==> src/rtl/ppd_pkg.sv <==
// Constants, port map and carrier types for the legacy port decoder.
// Assumes one 125 MHz clock and an APB master for the control registers.
// Overview of operation
// [RULE_01] External interrupt request inputs are active high and feed the internal controller.
// [RULE_02] With the clock-calendar disabled the crystal pin is an active-low interrupt-8 input.
// [RULE_03] The tone output stays high while the speaker data bit (port 61h bit 1) is zero.
// [RULE_04] The error input goes to internal error logic, or is an active-high interrupt-13 input when external.
// [RULE_05] The ignore-error output comes from internal logic, or is an active-low F0/F1 write strobe when external.
// [RULE_06] While power-good is low the shared error pin is an open-collector alarm output.
// [RULE_07] The control link carries port 61 bit 5, keyboard interrupt, refresh request/complete and address strobe.
// [RULE_08] The system controller sends acknowledge, reset request, refresh acknowledge and keyboard data on the link input.
// [RULE_09] Ports 22-23 and 26-27 decode as the two configuration index/data pairs.
// [RULE_10] Port 70 is the clock-calendar address with NMI mask in bit 7; port 71 its data.
// [RULE_11] Port 92 is the fast reset and fast address-20 gate port.
// [RULE_12] Interrupt controllers sit at 20-21 (lines 0-7) and A0-A1 (lines 8-15).
// [RULE_13] Ports 00-0F, C0-DF and 80-8F decode as 8-bit DMA, 16-bit DMA and page registers.
// [RULE_14] Ports 40-43 timer, 60 keyboard data, 61 system control; 64 is left to the companion.
// [RULE_15] The address-wrap mask output is the OR of the keyboard gate and port 92 bit 1.
// [RULE_16] Accesses outside the decoded ranges are ignored and the data bus stays undriven.
package ppd_pkg;
   // APB register offsets
   localparam logic [11:0] OFS_CTRL = 12'h000;
   localparam logic [11:0] OFS_STATUS = 12'h004;
   localparam logic [11:0] OFS_MASK = 12'h008;
   localparam logic [11:0] OFS_PINS = 12'h00C;
   localparam logic [11:0] OFS_PORT61 = 12'h010;
   localparam logic [11:0] OFS_PORT92 = 12'h014;
   localparam logic [11:0] OFS_PORT70 = 12'h018;
   // Control register fields
   localparam int CTRL_RTC_OFF = 0;
   localparam int CTRL_EXT_ERR = 1;
   localparam int CTRL_INTC_EN = 2;
   // Status bit positions
   localparam int ST_UNMAPPED = 0;
   localparam int ST_RESET_REQ = 1;
   localparam int ST_LINK_ACK = 2;
   localparam int ST_ERR_WR = 3;
   localparam int ST_WIDTH = 4;
   // Reset values
   localparam logic [31:0] CTRL_RESET = 32'h0000_0004;
   localparam logic [7:0] PORT61_RESET = 8'h00;
   localparam logic [7:0] PORT92_RESET = 8'h00;
   localparam logic [7:0] PORT70_RESET = 8'h80;
   // I/O port map
   localparam logic [15:0] P_DMA1_LO = 16'h0000;
   localparam logic [15:0] P_DMA1_HI = 16'h000F;
   localparam logic [15:0] P_PIC1 = 16'h0020;
   localparam logic [15:0] P_CFG = 16'h0022;
   localparam logic [15:0] P_SMM = 16'h0026;
   localparam logic [15:0] P_TMR_LO = 16'h0040;
   localparam logic [15:0] P_TMR_HI = 16'h0043;
   localparam logic [15:0] P_KBD = 16'h0060;
   localparam logic [15:0] P_SYS = 16'h0061;
   localparam logic [15:0] P_KBD_CMD = 16'h0064;
   localparam logic [15:0] P_RTC_ADR = 16'h0070;
   localparam logic [15:0] P_RTC_DAT = 16'h0071;
   localparam logic [15:0] P_PAGE_LO = 16'h0080;
   localparam logic [15:0] P_PAGE_HI = 16'h008F;
   localparam logic [15:0] P_FAST = 16'h0092;
   localparam logic [15:0] P_PIC2 = 16'h00A0;
   localparam logic [15:0] P_DMA2_LO = 16'h00C0;
   localparam logic [15:0] P_DMA2_HI = 16'h00DF;
   localparam logic [15:0] P_ERR = 16'h00F0;
   // Bit positions inside ports
   localparam int P61_SPK_DATA = 1;
   localparam int P61_LINK_BIT = 5;
   localparam int P92_FAST_RST = 0;
   localparam int P92_FAST_GATE = 1;
   localparam int P70_NMI_MASK = 7;
   // Speaker tone half period
   localparam int TONE_HALF_NS = 512;
   localparam int CLK_NS = 8;
   localparam int TONE_HALF_CYC = TONE_HALF_NS / CLK_NS;

   typedef enum logic [4:0] {
      SEL_NONE = 5'h00, SEL_DMA1 = 5'h01, SEL_PIC1 = 5'h02,
      SEL_CFG = 5'h03, SEL_SMM = 5'h04, SEL_TMR = 5'h05,
      SEL_KBD = 5'h06, SEL_SYS = 5'h07, SEL_RTC_ADR = 5'h08,
      SEL_RTC_DAT = 5'h09, SEL_PAGE = 5'h0A, SEL_FAST = 5'h0B,
      SEL_PIC2 = 5'h0C, SEL_DMA2 = 5'h0D, SEL_ERR = 5'h0E
   } ppd_sel_e;

   typedef struct packed {
      logic p61_bit5;
      logic kbd_irq;
      logic refresh_req;
      logic refresh_done;
      logic addr_strobe;
   } ppd_link_out_s;

   typedef struct packed {
      logic int_ack;
      logic reset_req;
      logic refresh_ack;
      logic kbd_info;
   } ppd_link_in_s;

   typedef struct packed {
      logic [15:0] addr;
      logic wr;
      logic rd;
      logic [7:0] wdata;
   } ppd_io_req_s;
endpackage

==> src/rtl/ppd_decode.sv <==
// Combinational I/O address decoder for the legacy port map.
// Assumes a stable address during the I/O cycle.
`timescale 1ns/1ps
`default_nettype none
module ppd_decode (
   // Address in
   input wire logic [15:0] addr,
   // Selected block
   output ppd_pkg::ppd_sel_e sel
);
   always_comb begin
      sel = ppd_pkg::SEL_NONE; // RULE_16
      if (addr <= ppd_pkg::P_DMA1_HI)
         sel = ppd_pkg::SEL_DMA1; // RULE_13
      else if (addr[15:1] == ppd_pkg::P_PIC1[15:1])
         sel = ppd_pkg::SEL_PIC1; // RULE_12
      else if (addr[15:1] == ppd_pkg::P_CFG[15:1])
         sel = ppd_pkg::SEL_CFG; // RULE_09
      else if (addr[15:1] == ppd_pkg::P_SMM[15:1])
         sel = ppd_pkg::SEL_SMM; // RULE_09
      else if (addr >= ppd_pkg::P_TMR_LO && addr <= ppd_pkg::P_TMR_HI)
         sel = ppd_pkg::SEL_TMR; // RULE_14
      else if (addr == ppd_pkg::P_KBD)
         sel = ppd_pkg::SEL_KBD; // RULE_14
      else if (addr == ppd_pkg::P_SYS)
         sel = ppd_pkg::SEL_SYS; // RULE_14
      else if (addr == ppd_pkg::P_RTC_ADR)
         sel = ppd_pkg::SEL_RTC_ADR; // RULE_10
      else if (addr == ppd_pkg::P_RTC_DAT)
         sel = ppd_pkg::SEL_RTC_DAT; // RULE_10
      else if (addr >= ppd_pkg::P_PAGE_LO && addr <= ppd_pkg::P_PAGE_HI)
         sel = ppd_pkg::SEL_PAGE; // RULE_13
      else if (addr == ppd_pkg::P_FAST)
         sel = ppd_pkg::SEL_FAST; // RULE_11
      else if (addr[15:1] == ppd_pkg::P_PIC2[15:1])
         sel = ppd_pkg::SEL_PIC2; // RULE_12
      else if (addr >= ppd_pkg::P_DMA2_LO && addr <= ppd_pkg::P_DMA2_HI)
         sel = ppd_pkg::SEL_DMA2; // RULE_13
      else if (addr[15:1] == ppd_pkg::P_ERR[15:1])
         sel = ppd_pkg::SEL_ERR;
   end
endmodule
`default_nettype wire

==> src/rtl/ppd_sync.sv <==
// Two-stage synchroniser for asynchronous pin inputs.
// Assumes the input has no relation to clk_sys.
`timescale 1ns/1ps
`default_nettype none
module ppd_sync #(
   parameter int WIDTH = 1
) (
   // Clock and reset
   input wire logic clk_sys,
   input wire logic reset,
   // Data
   input wire logic [WIDTH-1:0] d,
   output logic [WIDTH-1:0] q
);
   logic [WIDTH-1:0] stage1;
   logic [WIDTH-1:0] next_stage1;
   logic [WIDTH-1:0] next_q;

   // Refuse an empty bus at elaboration
   if (WIDTH < 1) begin : g_bad_width
      $error("ppd_sync WIDTH must be at least 1");
   end

   always_comb begin
      next_stage1 = d;
      next_q = stage1;
   end

   always_ff @(posedge clk_sys) begin
      if (reset) begin
         stage1 <= '0;
         q <= '0;
      end else begin
         stage1 <= next_stage1;
         q <= next_q;
      end
   end
endmodule
`default_nettype wire

==> src/rtl/ppd_top.sv <==
// Legacy port decode, system ports and interrupt pin muxing.
// Assumes an APB master on clk_sys, an I/O cycle strobe from the local
// bus on clk_sys, and asynchronous pins from the board.
`timescale 1ns/1ps
`default_nettype none
module ppd_top (
   // Clock and reset
   input wire logic clk_sys,
   input wire logic reset,
   // APB slave
   input wire logic psel,
   input wire logic penable,
   input wire logic pwrite,
   input wire logic [11:0] paddr,
   input wire logic [31:0] pwdata,
   output logic [31:0] prdata,
   output logic pready,
   output logic pslverr,
   // I/O cycle from the local bus, one-cycle strobes
   input wire ppd_pkg::ppd_io_req_s io_req,
   output logic [7:0] io_rdata,
   output logic io_rdata_oe,
   output ppd_pkg::ppd_sel_e io_sel,
   // Internal controller read data for ports the block does not hold
   input wire logic [7:0] unit_rdata,
   // Board pins
   input wire logic [15:0] irq_pins,
   input wire logic rtc_pin_shared_irq_eight,
   input wire logic fpu_error_input,
   input wire logic power_good_input,
   input wire logic rtc_alarm,
   input wire logic address_line_gate,
   input wire logic [3:0] link_side_events,
   // Internal error logic
   input wire logic internal_ignore,
   // Outputs to the interrupt controller and pins, and the timer2_out tone input
   output logic [15:0] int_lines,
   output logic fpu_error_internal,
   output logic ignore_numeric_error_output,
   output logic alarm_pin_out,
   output logic alarm_pin_oe,
   output logic tone_output,
   input wire logic timer2_out,
   output logic address_wrap_mask_output,
   output logic fast_reset,
   output logic nmi_mask,
   // Control link
   output ppd_pkg::ppd_link_out_s control_link_out,
   input wire ppd_pkg::ppd_link_in_s control_link_in,
   // Interrupt
   output logic irq
);
   localparam int NS = ppd_pkg::ST_WIDTH;

   logic [15:0] irq_s;
   logic rtc_pin_s, fpu_error_input_s, pgood_s, alarm_s, gate_s;
   logic [3:0] link_ev_s;
   logic [3:0] link_in_s;

   ppd_sync #(.WIDTH(16)) u_sync_irq (
      .clk_sys(clk_sys), .reset(reset), .d(irq_pins), .q(irq_s));
   ppd_sync #(.WIDTH(5)) u_sync_misc (
      .clk_sys(clk_sys), .reset(reset),
      .d({rtc_pin_shared_irq_eight, fpu_error_input, power_good_input,
          rtc_alarm, address_line_gate}),
      .q({rtc_pin_s, fpu_error_input_s, pgood_s, alarm_s, gate_s}));
   ppd_sync #(.WIDTH(8)) u_sync_link (
      .clk_sys(clk_sys), .reset(reset),
      .d({link_side_events, control_link_in}),
      .q({link_ev_s, link_in_s}));

   ppd_pkg::ppd_sel_e sel;
   ppd_decode u_dec (.addr(io_req.addr), .sel(sel));

   // Register state
   logic [31:0] ctrl, next_ctrl;
   logic [NS-1:0] status, next_status, mask, next_mask;
   logic [7:0] port61, next_port61, port92, next_port92;
   logic [7:0] port70, next_port70;
   logic [7:0] io_rdata_n;
   logic io_rdata_oe_n;
   logic [31:0] next_prdata;
   logic next_err_strobe, err_strobe;
   logic [15:0] tone_cnt, next_tone_cnt;
   logic tone_sq, next_tone_sq;

   wire apb_wr = psel && penable && pwrite;
   wire apb_rd = psel && !penable && !pwrite;
   wire io_any = io_req.wr || io_req.rd;
   wire ext_err = ctrl[ppd_pkg::CTRL_EXT_ERR];
   wire rtc_off = ctrl[ppd_pkg::CTRL_RTC_OFF];

   logic [NS-1:0] ev;
   always_comb begin
      ev = '0;
      ev[ppd_pkg::ST_UNMAPPED] = io_any && sel == ppd_pkg::SEL_NONE;
      ev[ppd_pkg::ST_RESET_REQ] = link_in_s[2];
      ev[ppd_pkg::ST_LINK_ACK] = link_in_s[1];
      ev[ppd_pkg::ST_ERR_WR] = io_req.wr && sel == ppd_pkg::SEL_ERR;
   end

   always_comb begin
      next_ctrl = ctrl;
      next_mask = mask;
      next_status = status;
      next_prdata = 32'h0000_0000;
      next_port61 = port61;
      next_port92 = port92;
      next_port70 = port70;
      if (apb_wr) begin
         case (paddr)
            ppd_pkg::OFS_CTRL: next_ctrl = {29'h0, pwdata[2:0]};
            ppd_pkg::OFS_MASK: next_mask = pwdata[NS-1:0];
            ppd_pkg::OFS_STATUS: next_status = status & ~pwdata[NS-1:0];
            default: next_ctrl = ctrl;
         endcase
      end
      // Set beats clear in the same cycle
      next_status = next_status | ev;
      if (apb_rd) begin
         case (paddr)
            ppd_pkg::OFS_CTRL: next_prdata = ctrl;
            ppd_pkg::OFS_STATUS: next_prdata = {28'h0, status};
            ppd_pkg::OFS_MASK: next_prdata = {28'h0, mask};
            ppd_pkg::OFS_PINS: next_prdata = {24'h0, pgood_s, fpu_error_input_s,
               rtc_pin_s, alarm_s, gate_s, link_in_s[3:1]};
            ppd_pkg::OFS_PORT61: next_prdata = {24'h0, port61};
            ppd_pkg::OFS_PORT92: next_prdata = {24'h0, port92};
            ppd_pkg::OFS_PORT70: next_prdata = {24'h0, port70};
            default: next_prdata = 32'h0000_0000;
         endcase
      end
      if (io_req.wr) begin
         case (sel)
            ppd_pkg::SEL_SYS: next_port61 = io_req.wdata; // RULE_14
            ppd_pkg::SEL_FAST: next_port92 = io_req.wdata; // RULE_11
            ppd_pkg::SEL_RTC_ADR: next_port70 = io_req.wdata; // RULE_10
            default: next_port61 = port61;
         endcase
      end
      // Fast reset bit self-clears after one pulse
      if (port92[ppd_pkg::P92_FAST_RST] && !(io_req.wr &&
          sel == ppd_pkg::SEL_FAST))
         next_port92[ppd_pkg::P92_FAST_RST] = 1'b0; // RULE_11
   end

   // I/O read data; undriven for unmapped ports
   always_comb begin
      io_rdata_n = 8'h00;
      io_rdata_oe_n = 1'b0;
      if (io_req.rd) begin
         io_rdata_oe_n = sel != ppd_pkg::SEL_NONE &&
            sel != ppd_pkg::SEL_ERR; // RULE_16
         case (sel)
            ppd_pkg::SEL_SYS: io_rdata_n = port61; // RULE_14
            ppd_pkg::SEL_FAST: io_rdata_n = port92; // RULE_11
            ppd_pkg::SEL_NONE: io_rdata_n = 8'h00; // RULE_16
            ppd_pkg::SEL_ERR: io_rdata_n = 8'h00;
            default: io_rdata_n = unit_rdata;
         endcase
      end
   end

   // Speaker square wave, ANDed with the timer output while the speaker data bit is set
   always_comb begin
      next_tone_cnt = tone_cnt + 16'h0001;
      next_tone_sq = tone_sq;
      if (tone_cnt == 16'(ppd_pkg::TONE_HALF_CYC - 1)) begin
         next_tone_cnt = 16'h0000;
         next_tone_sq = ~tone_sq;
      end
      next_err_strobe = io_req.wr && sel == ppd_pkg::SEL_ERR;
   end

   always_ff @(posedge clk_sys) begin
      if (reset) begin
         ctrl <= ppd_pkg::CTRL_RESET;
         status <= '0;
         mask <= '0;
         prdata <= 32'h0000_0000;
         port61 <= ppd_pkg::PORT61_RESET;
         port92 <= ppd_pkg::PORT92_RESET;
         port70 <= ppd_pkg::PORT70_RESET;
         io_rdata <= 8'h00;
         io_rdata_oe <= 1'b0;
         err_strobe <= 1'b0;
         tone_cnt <= 16'h0000;
         tone_sq <= 1'b0;
      end else begin
         ctrl <= next_ctrl;
         status <= next_status;
         mask <= next_mask;
         prdata <= next_prdata;
         port61 <= next_port61;
         port92 <= next_port92;
         port70 <= next_port70;
         io_rdata <= io_rdata_n;
         io_rdata_oe <= io_rdata_oe_n;
         err_strobe <= next_err_strobe;
         tone_cnt <= next_tone_cnt;
         tone_sq <= next_tone_sq;
      end
   end

   always_comb begin
      pready = 1'b1;
      pslverr = 1'b0;
      io_sel = sel;
      irq = |(status & mask);
      // External lines pass through the two-stage synchroniser, active high
      int_lines = irq_s; // RULE_01
      int_lines[13] = ext_err ? fpu_error_input_s : irq_s[13]; // RULE_04
      if (rtc_off)
         int_lines[8] = ~rtc_pin_s; // RULE_02
      else
         int_lines[8] = irq_s[8];
      fpu_error_internal = ext_err ? 1'b0 : fpu_error_input_s; // RULE_04
      ignore_numeric_error_output = ext_err ? ~err_strobe
         : internal_ignore; // RULE_05
      alarm_pin_out = 1'b0;
      alarm_pin_oe = !pgood_s && alarm_s; // RULE_06
      tone_output = port61[ppd_pkg::P61_SPK_DATA]
         ? (timer2_out & tone_sq) : 1'b1; // RULE_03
      address_wrap_mask_output = gate_s |
         port92[ppd_pkg::P92_FAST_GATE]; // RULE_15
      fast_reset = port92[ppd_pkg::P92_FAST_RST];
      nmi_mask = port70[ppd_pkg::P70_NMI_MASK]; // RULE_10
      control_link_out.p61_bit5 = port61[ppd_pkg::P61_LINK_BIT]; // RULE_07
      control_link_out.kbd_irq = link_ev_s[3]; // RULE_07
      control_link_out.refresh_req = link_ev_s[2];
      control_link_out.refresh_done = link_ev_s[1];
      control_link_out.addr_strobe = link_ev_s[0];
   end
endmodule
`default_nettype wire
==> config.mk <==
export PLATFORM = sky130hd
export DESIGN_NAME = ppd_top
export DESIGN_NICKNAME = d
export VERILOG_FILES = /design/src/rtl/ppd_pkg.sv /design/src/rtl/ppd_decode.sv /design/src/rtl/ppd_sync.sv /design/src/rtl/ppd_top.sv
export SDC_FILE = /design/constraint.sdc
export NUM_CORES = 1
export LEC_CHECK = 0
export ABC_AREA = 1
export BUFFER_PORTS_ARGS = -buffer_cell sky130_fd_sc_hd__buf_2
export CAP_MARGIN = 20
export CORE_MARGIN = 8
export CORE_UTILIZATION = 56
export CTS_BUF_LIST = sky130_fd_sc_hd__clkbuf_8
export DETAILED_ROUTE_END_ITERATION = 16
export PLACE_DENSITY_LB_ADDON = 0.3
export SYNTH_ARGS = -nofsm -noshare
export SYNTH_HDL_FRONTEND = slang
export SYNTH_SLANG_ARGS = --single-unit
export TNS_END_PERCENT = 20
==> constraint.sdc <==
create_clock -name clk_sys -period 3.6 [get_ports clk_sys]
set_input_delay 0.54 -clock clk_sys [delete_from_list [all_inputs] [get_ports clk_sys]]
set_output_delay 0.54 -clock clk_sys [all_outputs]
set_load 0.01 [all_outputs]
Word level (Yosys, flattened, before mapping)

Cells that the tools add are included.
Widths: inputs -> output; s select.

Add/subtract/negate cells: 1
Order comparisons: 7
Equality and inequality tests: 22
Muxes and demuxes: 23
Bitwise logic cells: 11
Reduce and logical (&&, ||, !) cells: 32

Operators with widths:

| kind                  | number |
|---|---|
| $mux 5                | 13 |
| $eq 16x7->1 const B   | 4 |
| $pmux 8 s7            | 1 |
| $eq 15x5->1 const B   | 3 |
| $eq 12x5->1 const B   | 3 |
| $ge 16x8->1 const B   | 2 |
| $le 16x8->1 const B   | 2 |
| $eq 15x7->1 const B   | 2 |
| $eq 12x4->1 const B   | 2 |
| $pmux 8 s3            | 1 |
| $add 16x1->16 const B | 1 |
| $eq 16x6->1 const B   | 1 |
| $eq 16x8->1 const B   | 1 |
| $ge 16x7->1 const B   | 1 |
| $le 16x4->1 const B   | 1 |
| $le 16x7->1 const B   | 1 |
| $eq 5x4->1 const B    | 3 |
| $logic_and 1x1->1     | 13 |
| $eq 12x3->1 const B   | 1 |
| $logic_not 12->1      | 1 |
| $mux 4                | 3 |
| $reduce_and 2->1      | 5 |
| $reduce_or 2->1       | 5 |
| $and 4x4->4           | 2 |
| other kinds (13)      | 24 |

Register bits: 152
Bits of input ports: 114
Output and inout port bits: 78
Word-level logic and storage cells: 115

Longest topological paths before layout

Word-level depth: 20
Gate-level depth with buffers: 15
Gate-level depth less buffers: 14

Cells and area by module

Synthesis repeated with hierarchy kept, for this count alone.

Cell total of the unflattened synthesis: 786
Area, all modules: 5686.7 um^2

Modules (own cells, without submodules):

| module                 | instances | cells each | area an instance (um^2) | sequential area each (um^2) |
|---|---|---|---|---|
| ppd_top                | 1         | 527        | 3626.0                  | 1401.3 |
| ppd_sync (u_sync_irq)  | 1         | 99         | 914.6                   | 640.6 |
| ppd_sync (u_sync_link) | 1         | 50         | 474.2                   | 320.3 |
| ppd_decode             | 1         | 79         | 385.4                   | 0.0 |
| ppd_sync (u_sync_misc) | 1         | 31         | 286.5                   | 200.2 |

Least setup slack after synthesis

No wires, ideal clock.

Path kind: input -> output
Start: input port io_req[23] (netlist name)
End: output port io_sel[2]
Data arrival time: 1435 ps
Slack: 1625 ps
Stages on the path: 7
Buffers on the path: 1
Path through: nor2_1 nand2_2 nor2_4 buf_6 nand3_1 nand3_1 or2_2

Cells in the longest elaborated chain, start to end: 15
Elaborated cells between the ends (all ways): 34
Those cells by class: 7 x order compare; 10 x eq/ne; 14 x mux; 3 x reduce/logical

Ends and longest elaborated chain:

| what                                               | line                               | source |
|---|---|---|
| from (decl)                                        | ppd_top.sv:20                      | `input wire ppd_pkg::ppd_io_req_s io_req,` |
| $ge 16x8->1, or another cell as far along          | ppd_decode.sv:37                   | `else if (addr >= ppd_pkg::P_DMA2_LO && addr <= ppd_pkg::P_DMA2_HI)` |
| $logic_and 1x1->1 / $mux 4 (equally long branches) | ppd_decode.sv:37, ppd_decode.sv:39 |  |
| $mux 5                                             | ppd_decode.sv:37                   |  |
| $mux 5                                             | ppd_decode.sv:35                   | `else if (addr[15:1] == ppd_pkg::P_PIC2[15:1])` |
| $mux 5                                             | ppd_decode.sv:33                   | `else if (addr == ppd_pkg::P_FAST)` |
| $mux 5                                             | ppd_decode.sv:31                   | `else if (addr >= ppd_pkg::P_PAGE_LO && addr <= ppd_pkg::P_PAGE_HI)` |
| $mux 5                                             | ppd_decode.sv:29                   | `else if (addr == ppd_pkg::P_RTC_DAT)` |
| $mux 5                                             | ppd_decode.sv:27                   | `else if (addr == ppd_pkg::P_RTC_ADR)` |
| $mux 5                                             | ppd_decode.sv:25                   | `else if (addr == ppd_pkg::P_SYS)` |
| $mux 5                                             | ppd_decode.sv:23                   | `else if (addr == ppd_pkg::P_KBD)` |
| $mux 5                                             | ppd_decode.sv:21                   | `else if (addr >= ppd_pkg::P_TMR_LO && addr <= ppd_pkg::P_TMR_HI)` |
| $mux 5                                             | ppd_decode.sv:19                   | `else if (addr[15:1] == ppd_pkg::P_SMM[15:1])` |
| $mux 5                                             | ppd_decode.sv:17                   | `else if (addr[15:1] == ppd_pkg::P_CFG[15:1])` |
| $mux 5                                             | ppd_decode.sv:15                   | `else if (addr[15:1] == ppd_pkg::P_PIC1[15:1])` |
| $mux 5 (*)                                         | ppd_decode.sv:13                   | `if (addr <= ppd_pkg::P_DMA1_HI)` |
| to (decl)                                          | ppd_top.sv:23                      | `output ppd_pkg::ppd_sel_e io_sel,` |

Mark *: on every way between the ends. The rest lies on a longest branch, timed or not.

Worst setup path after layout

Same ends and word-level chain as after synthesis.

==> run metrics <==
Setup Skew=7.428 ps; Comb pwr share=6.7%; Critical Path RT=3060 ps; synthesized area=5628 um^2; Pleak=3.075 nW; Initial Util=between 50% and 60%; Final Critical Period=2356 ps; Startpoint Class=input port; internal power=0.002047 W; via count=between 4000 and 5000; VDD IR max=0.4019 mV; Ys Warns=0; Core Footprint=9774 um^2; critical-path maximum fanout=13; switch share=26.13%; minimum hold slack=300.9 ps; Psw=0.0007240 W; CP Capture Type=output port; post-CTS resize count=0; Setup CP Type=input port to output port; period utilization=65.44%; Syn Area/Cell=around 7.5 um^2; commonest non-fill, non-tap cell in the layout=nor2_1; CTS Buf Count=17; final setup fails=0; largest net degree at the start of global routing=slightly above 60; Main synth FF type=dfxtp_1; die area=13510 um^2; Die Span X=116.3 um; slowest stage delay, CP=300 ps; Final Hold Fails=0; height of the chip=116.3 um; cell with the largest stage delay on the worst path=nor2_4; GRT overflow=0; WL/cell=12.92 um; worst-margin pin slew=approximately 580 ps; Starting DRT DRC Count=334; total I/O pin count=192; vias in the first global route=4869; clock network fraction of total power=between 40% and 50%; ANT nets after route=0; hold path start=irq_pins[1]; post-CTS setup buffers=0; Max Freq=0.4245 GHz; sequential share of the synthesized area=44.82%; total routed wirelength=13.15 mm; max_cap viols=0; count of cell types in the netlist=42; Bufs and invs on worst path=2; RSZ-0062 raised after global routing=false; GR Util All Layers=19.66%; H-tree depth=4; reg-to-reg startpoint=tone_cnt[0]; Post-DP HPWL=10.02 mm; pwr dens=424.0 nW/um^2; total power=0.002771 W; final core utilization=66.87%; crit path from=io_req[23]; first-pass GRT wire length=21.21 mm; Syn Inst Count=~750; Slew Viols, Final=0; family with the most delay on the worst path=simple AND/OR/NAND/NOR gates; Post-DP Area=between 6000 and 7000 um^2; outcome=completed; clk root buf=clkbuf_8; DR vias/cell=4.870; CTS tree=built; slew margin rel.=61.34%; drt pass-1 iters=8; Post-synth EDFFs=0; worst skew pair latency=around 430 ps; crit-path cells=buf_2, nor2_1, nand2_2, nor2_4, nand3_1, nand3_1, or2_2, buf_2; Port Buffers=around 130; FILL cells=831; final estimated routing congestion in global placement=0.8822; Layout Area Growth over Synthesis=16.14%; Hold WC Path Type=input port to flip-flop; site row count=36; ys async rst share=0%; register bit total from synthesis=126; commonest non-fill, non-tap cells in the layout=141 x nor2_1, 138 x inv_1, 134 x buf_2; Sink Count=126; crit path DAT=1820 ps; Hold Buf Count CTS=0; NumNets Final=987; cell area after layout=6536 um^2; Seq pwr share=51.9%; setup TNS=0 ps; worst-case clock buffer depth=2; clk slew on worst S/H paths=roughly 80 ps; initial antenna violation count=0; DRC errors left=0; share of layout cells above drive strength 1=roughly a quarter
## metrics by stage
step | setup WS, ps | std cells
4_1_cts | 1242 | 1017
6_report | 1244 | 1018
2_1_floorplan | 1625 | 777
5_1_grt | 1132 | 1017
3_3_place_gp | 1303 | 986
3_5_place_dp | 1252 | 986
## tightest hold or removal path, cell delays in order
cell    delay [ps]
buf_2           70
inv_1           30
nor2_1          60
## power by group through the flow
stage	clock (W)	sequential (W)	combinational (W)
floorplan	0	0.00147	0.000130
global placement	0	0.00147	0.000180
detailed placement	0	0.00147	0.000184
CTS	0.00116	0.00144	0.000186
global route	0.00124	0.00144	0.000211
finish	0.00115	0.00144	0.000186
## logic make-up after synthesis
family	count (synthesis)	share of synthesized area (%)
AND/OR/NAND/NOR	321	27.08
AO/OA/AOI/OAI	97	10.63
buffers and inverters	201	16.65
adder cells (fa/ha/maj)	1	0.2223
other	2	0.1334
flip-flops	126	44.82
XOR/XNOR	3	0.4670
## registers in the layout (all words and copies together) (netlist names), 5 cells and up
| signal | count |
|---|---|
| io_rdata | 8 |
| u_sync_irq.next_q | 16 |
| u_sync_misc.next_q | 5 |
| u_sync_irq.q | 16 |
| tone_cnt | 16 |
| u_sync_misc.q | 5 |
| prdata | 8 |
| u_sync_link.q | 7 |
| port70 | 8 |
| port61 | 8 |
| port92 | 8 |
| u_sync_link.next_q | 7 |
## synth_stat cells (13+ instances only)
library cell	number	area, um^2
inv_1	138	518.0
nor2_1	141	529.3
buf_4	44	330.3
nand3_1	19	95.09
o21ai_0	18	90.09
a21oi_1	28	140.1
a211oi_1	18	135.1
dfxtp_1	126	2522
nand2_1	84	315.3
nand4_1	17	106.4
nor3_1	13	65.06
o22ai_1	14	87.58
## cell type report
| cell class | count | area [um^2] | area share [%] |
|---|---|---|---|
| timing repair buffer | 135 | 678.2 | 10.38 |
| antenna | 1 | 2.502 | 0.03828 |
| inverter | 142 | 533.0 | 8.155 |
| clock buffer | 17 | 234.0 | 3.580 |
| clock inverter | 14 | 133.9 | 2.048 |
| tap | 133 | 166.4 | 2.546 |
| sequential | 126 | 2522 | 38.59 |
| multi-input combinational | 450 | 2266 | 34.67 |
## final timing paths
path / slack, ps / to / cells past startpoint
hold / removal: 300 / u_sync_irq.next_q[1] / 3
hold reg to reg: 400 / u_sync_link.q[5] / 2
setup / recovery: 1240 / io_sel[2] / 8
setup reg to reg: 1570 / tone_cnt[14] / 11
## layer usage
| layer | vias to the layer above | global-route usage, % | share of wire (%) |
|---|---|---|---|
| met1 | 2202 | 21.59 | 40 |
| met4 | 0 | 5.704 | 1.1 |
| met3 | 16 | 8.893 | 11 |
| met5 | - | 0 | 0 |
| li1 | 2542 | - | - |
| met2 | 198 | 33.47 | 48 |
No activity file was read; power rests on OpenSTA's default activity.
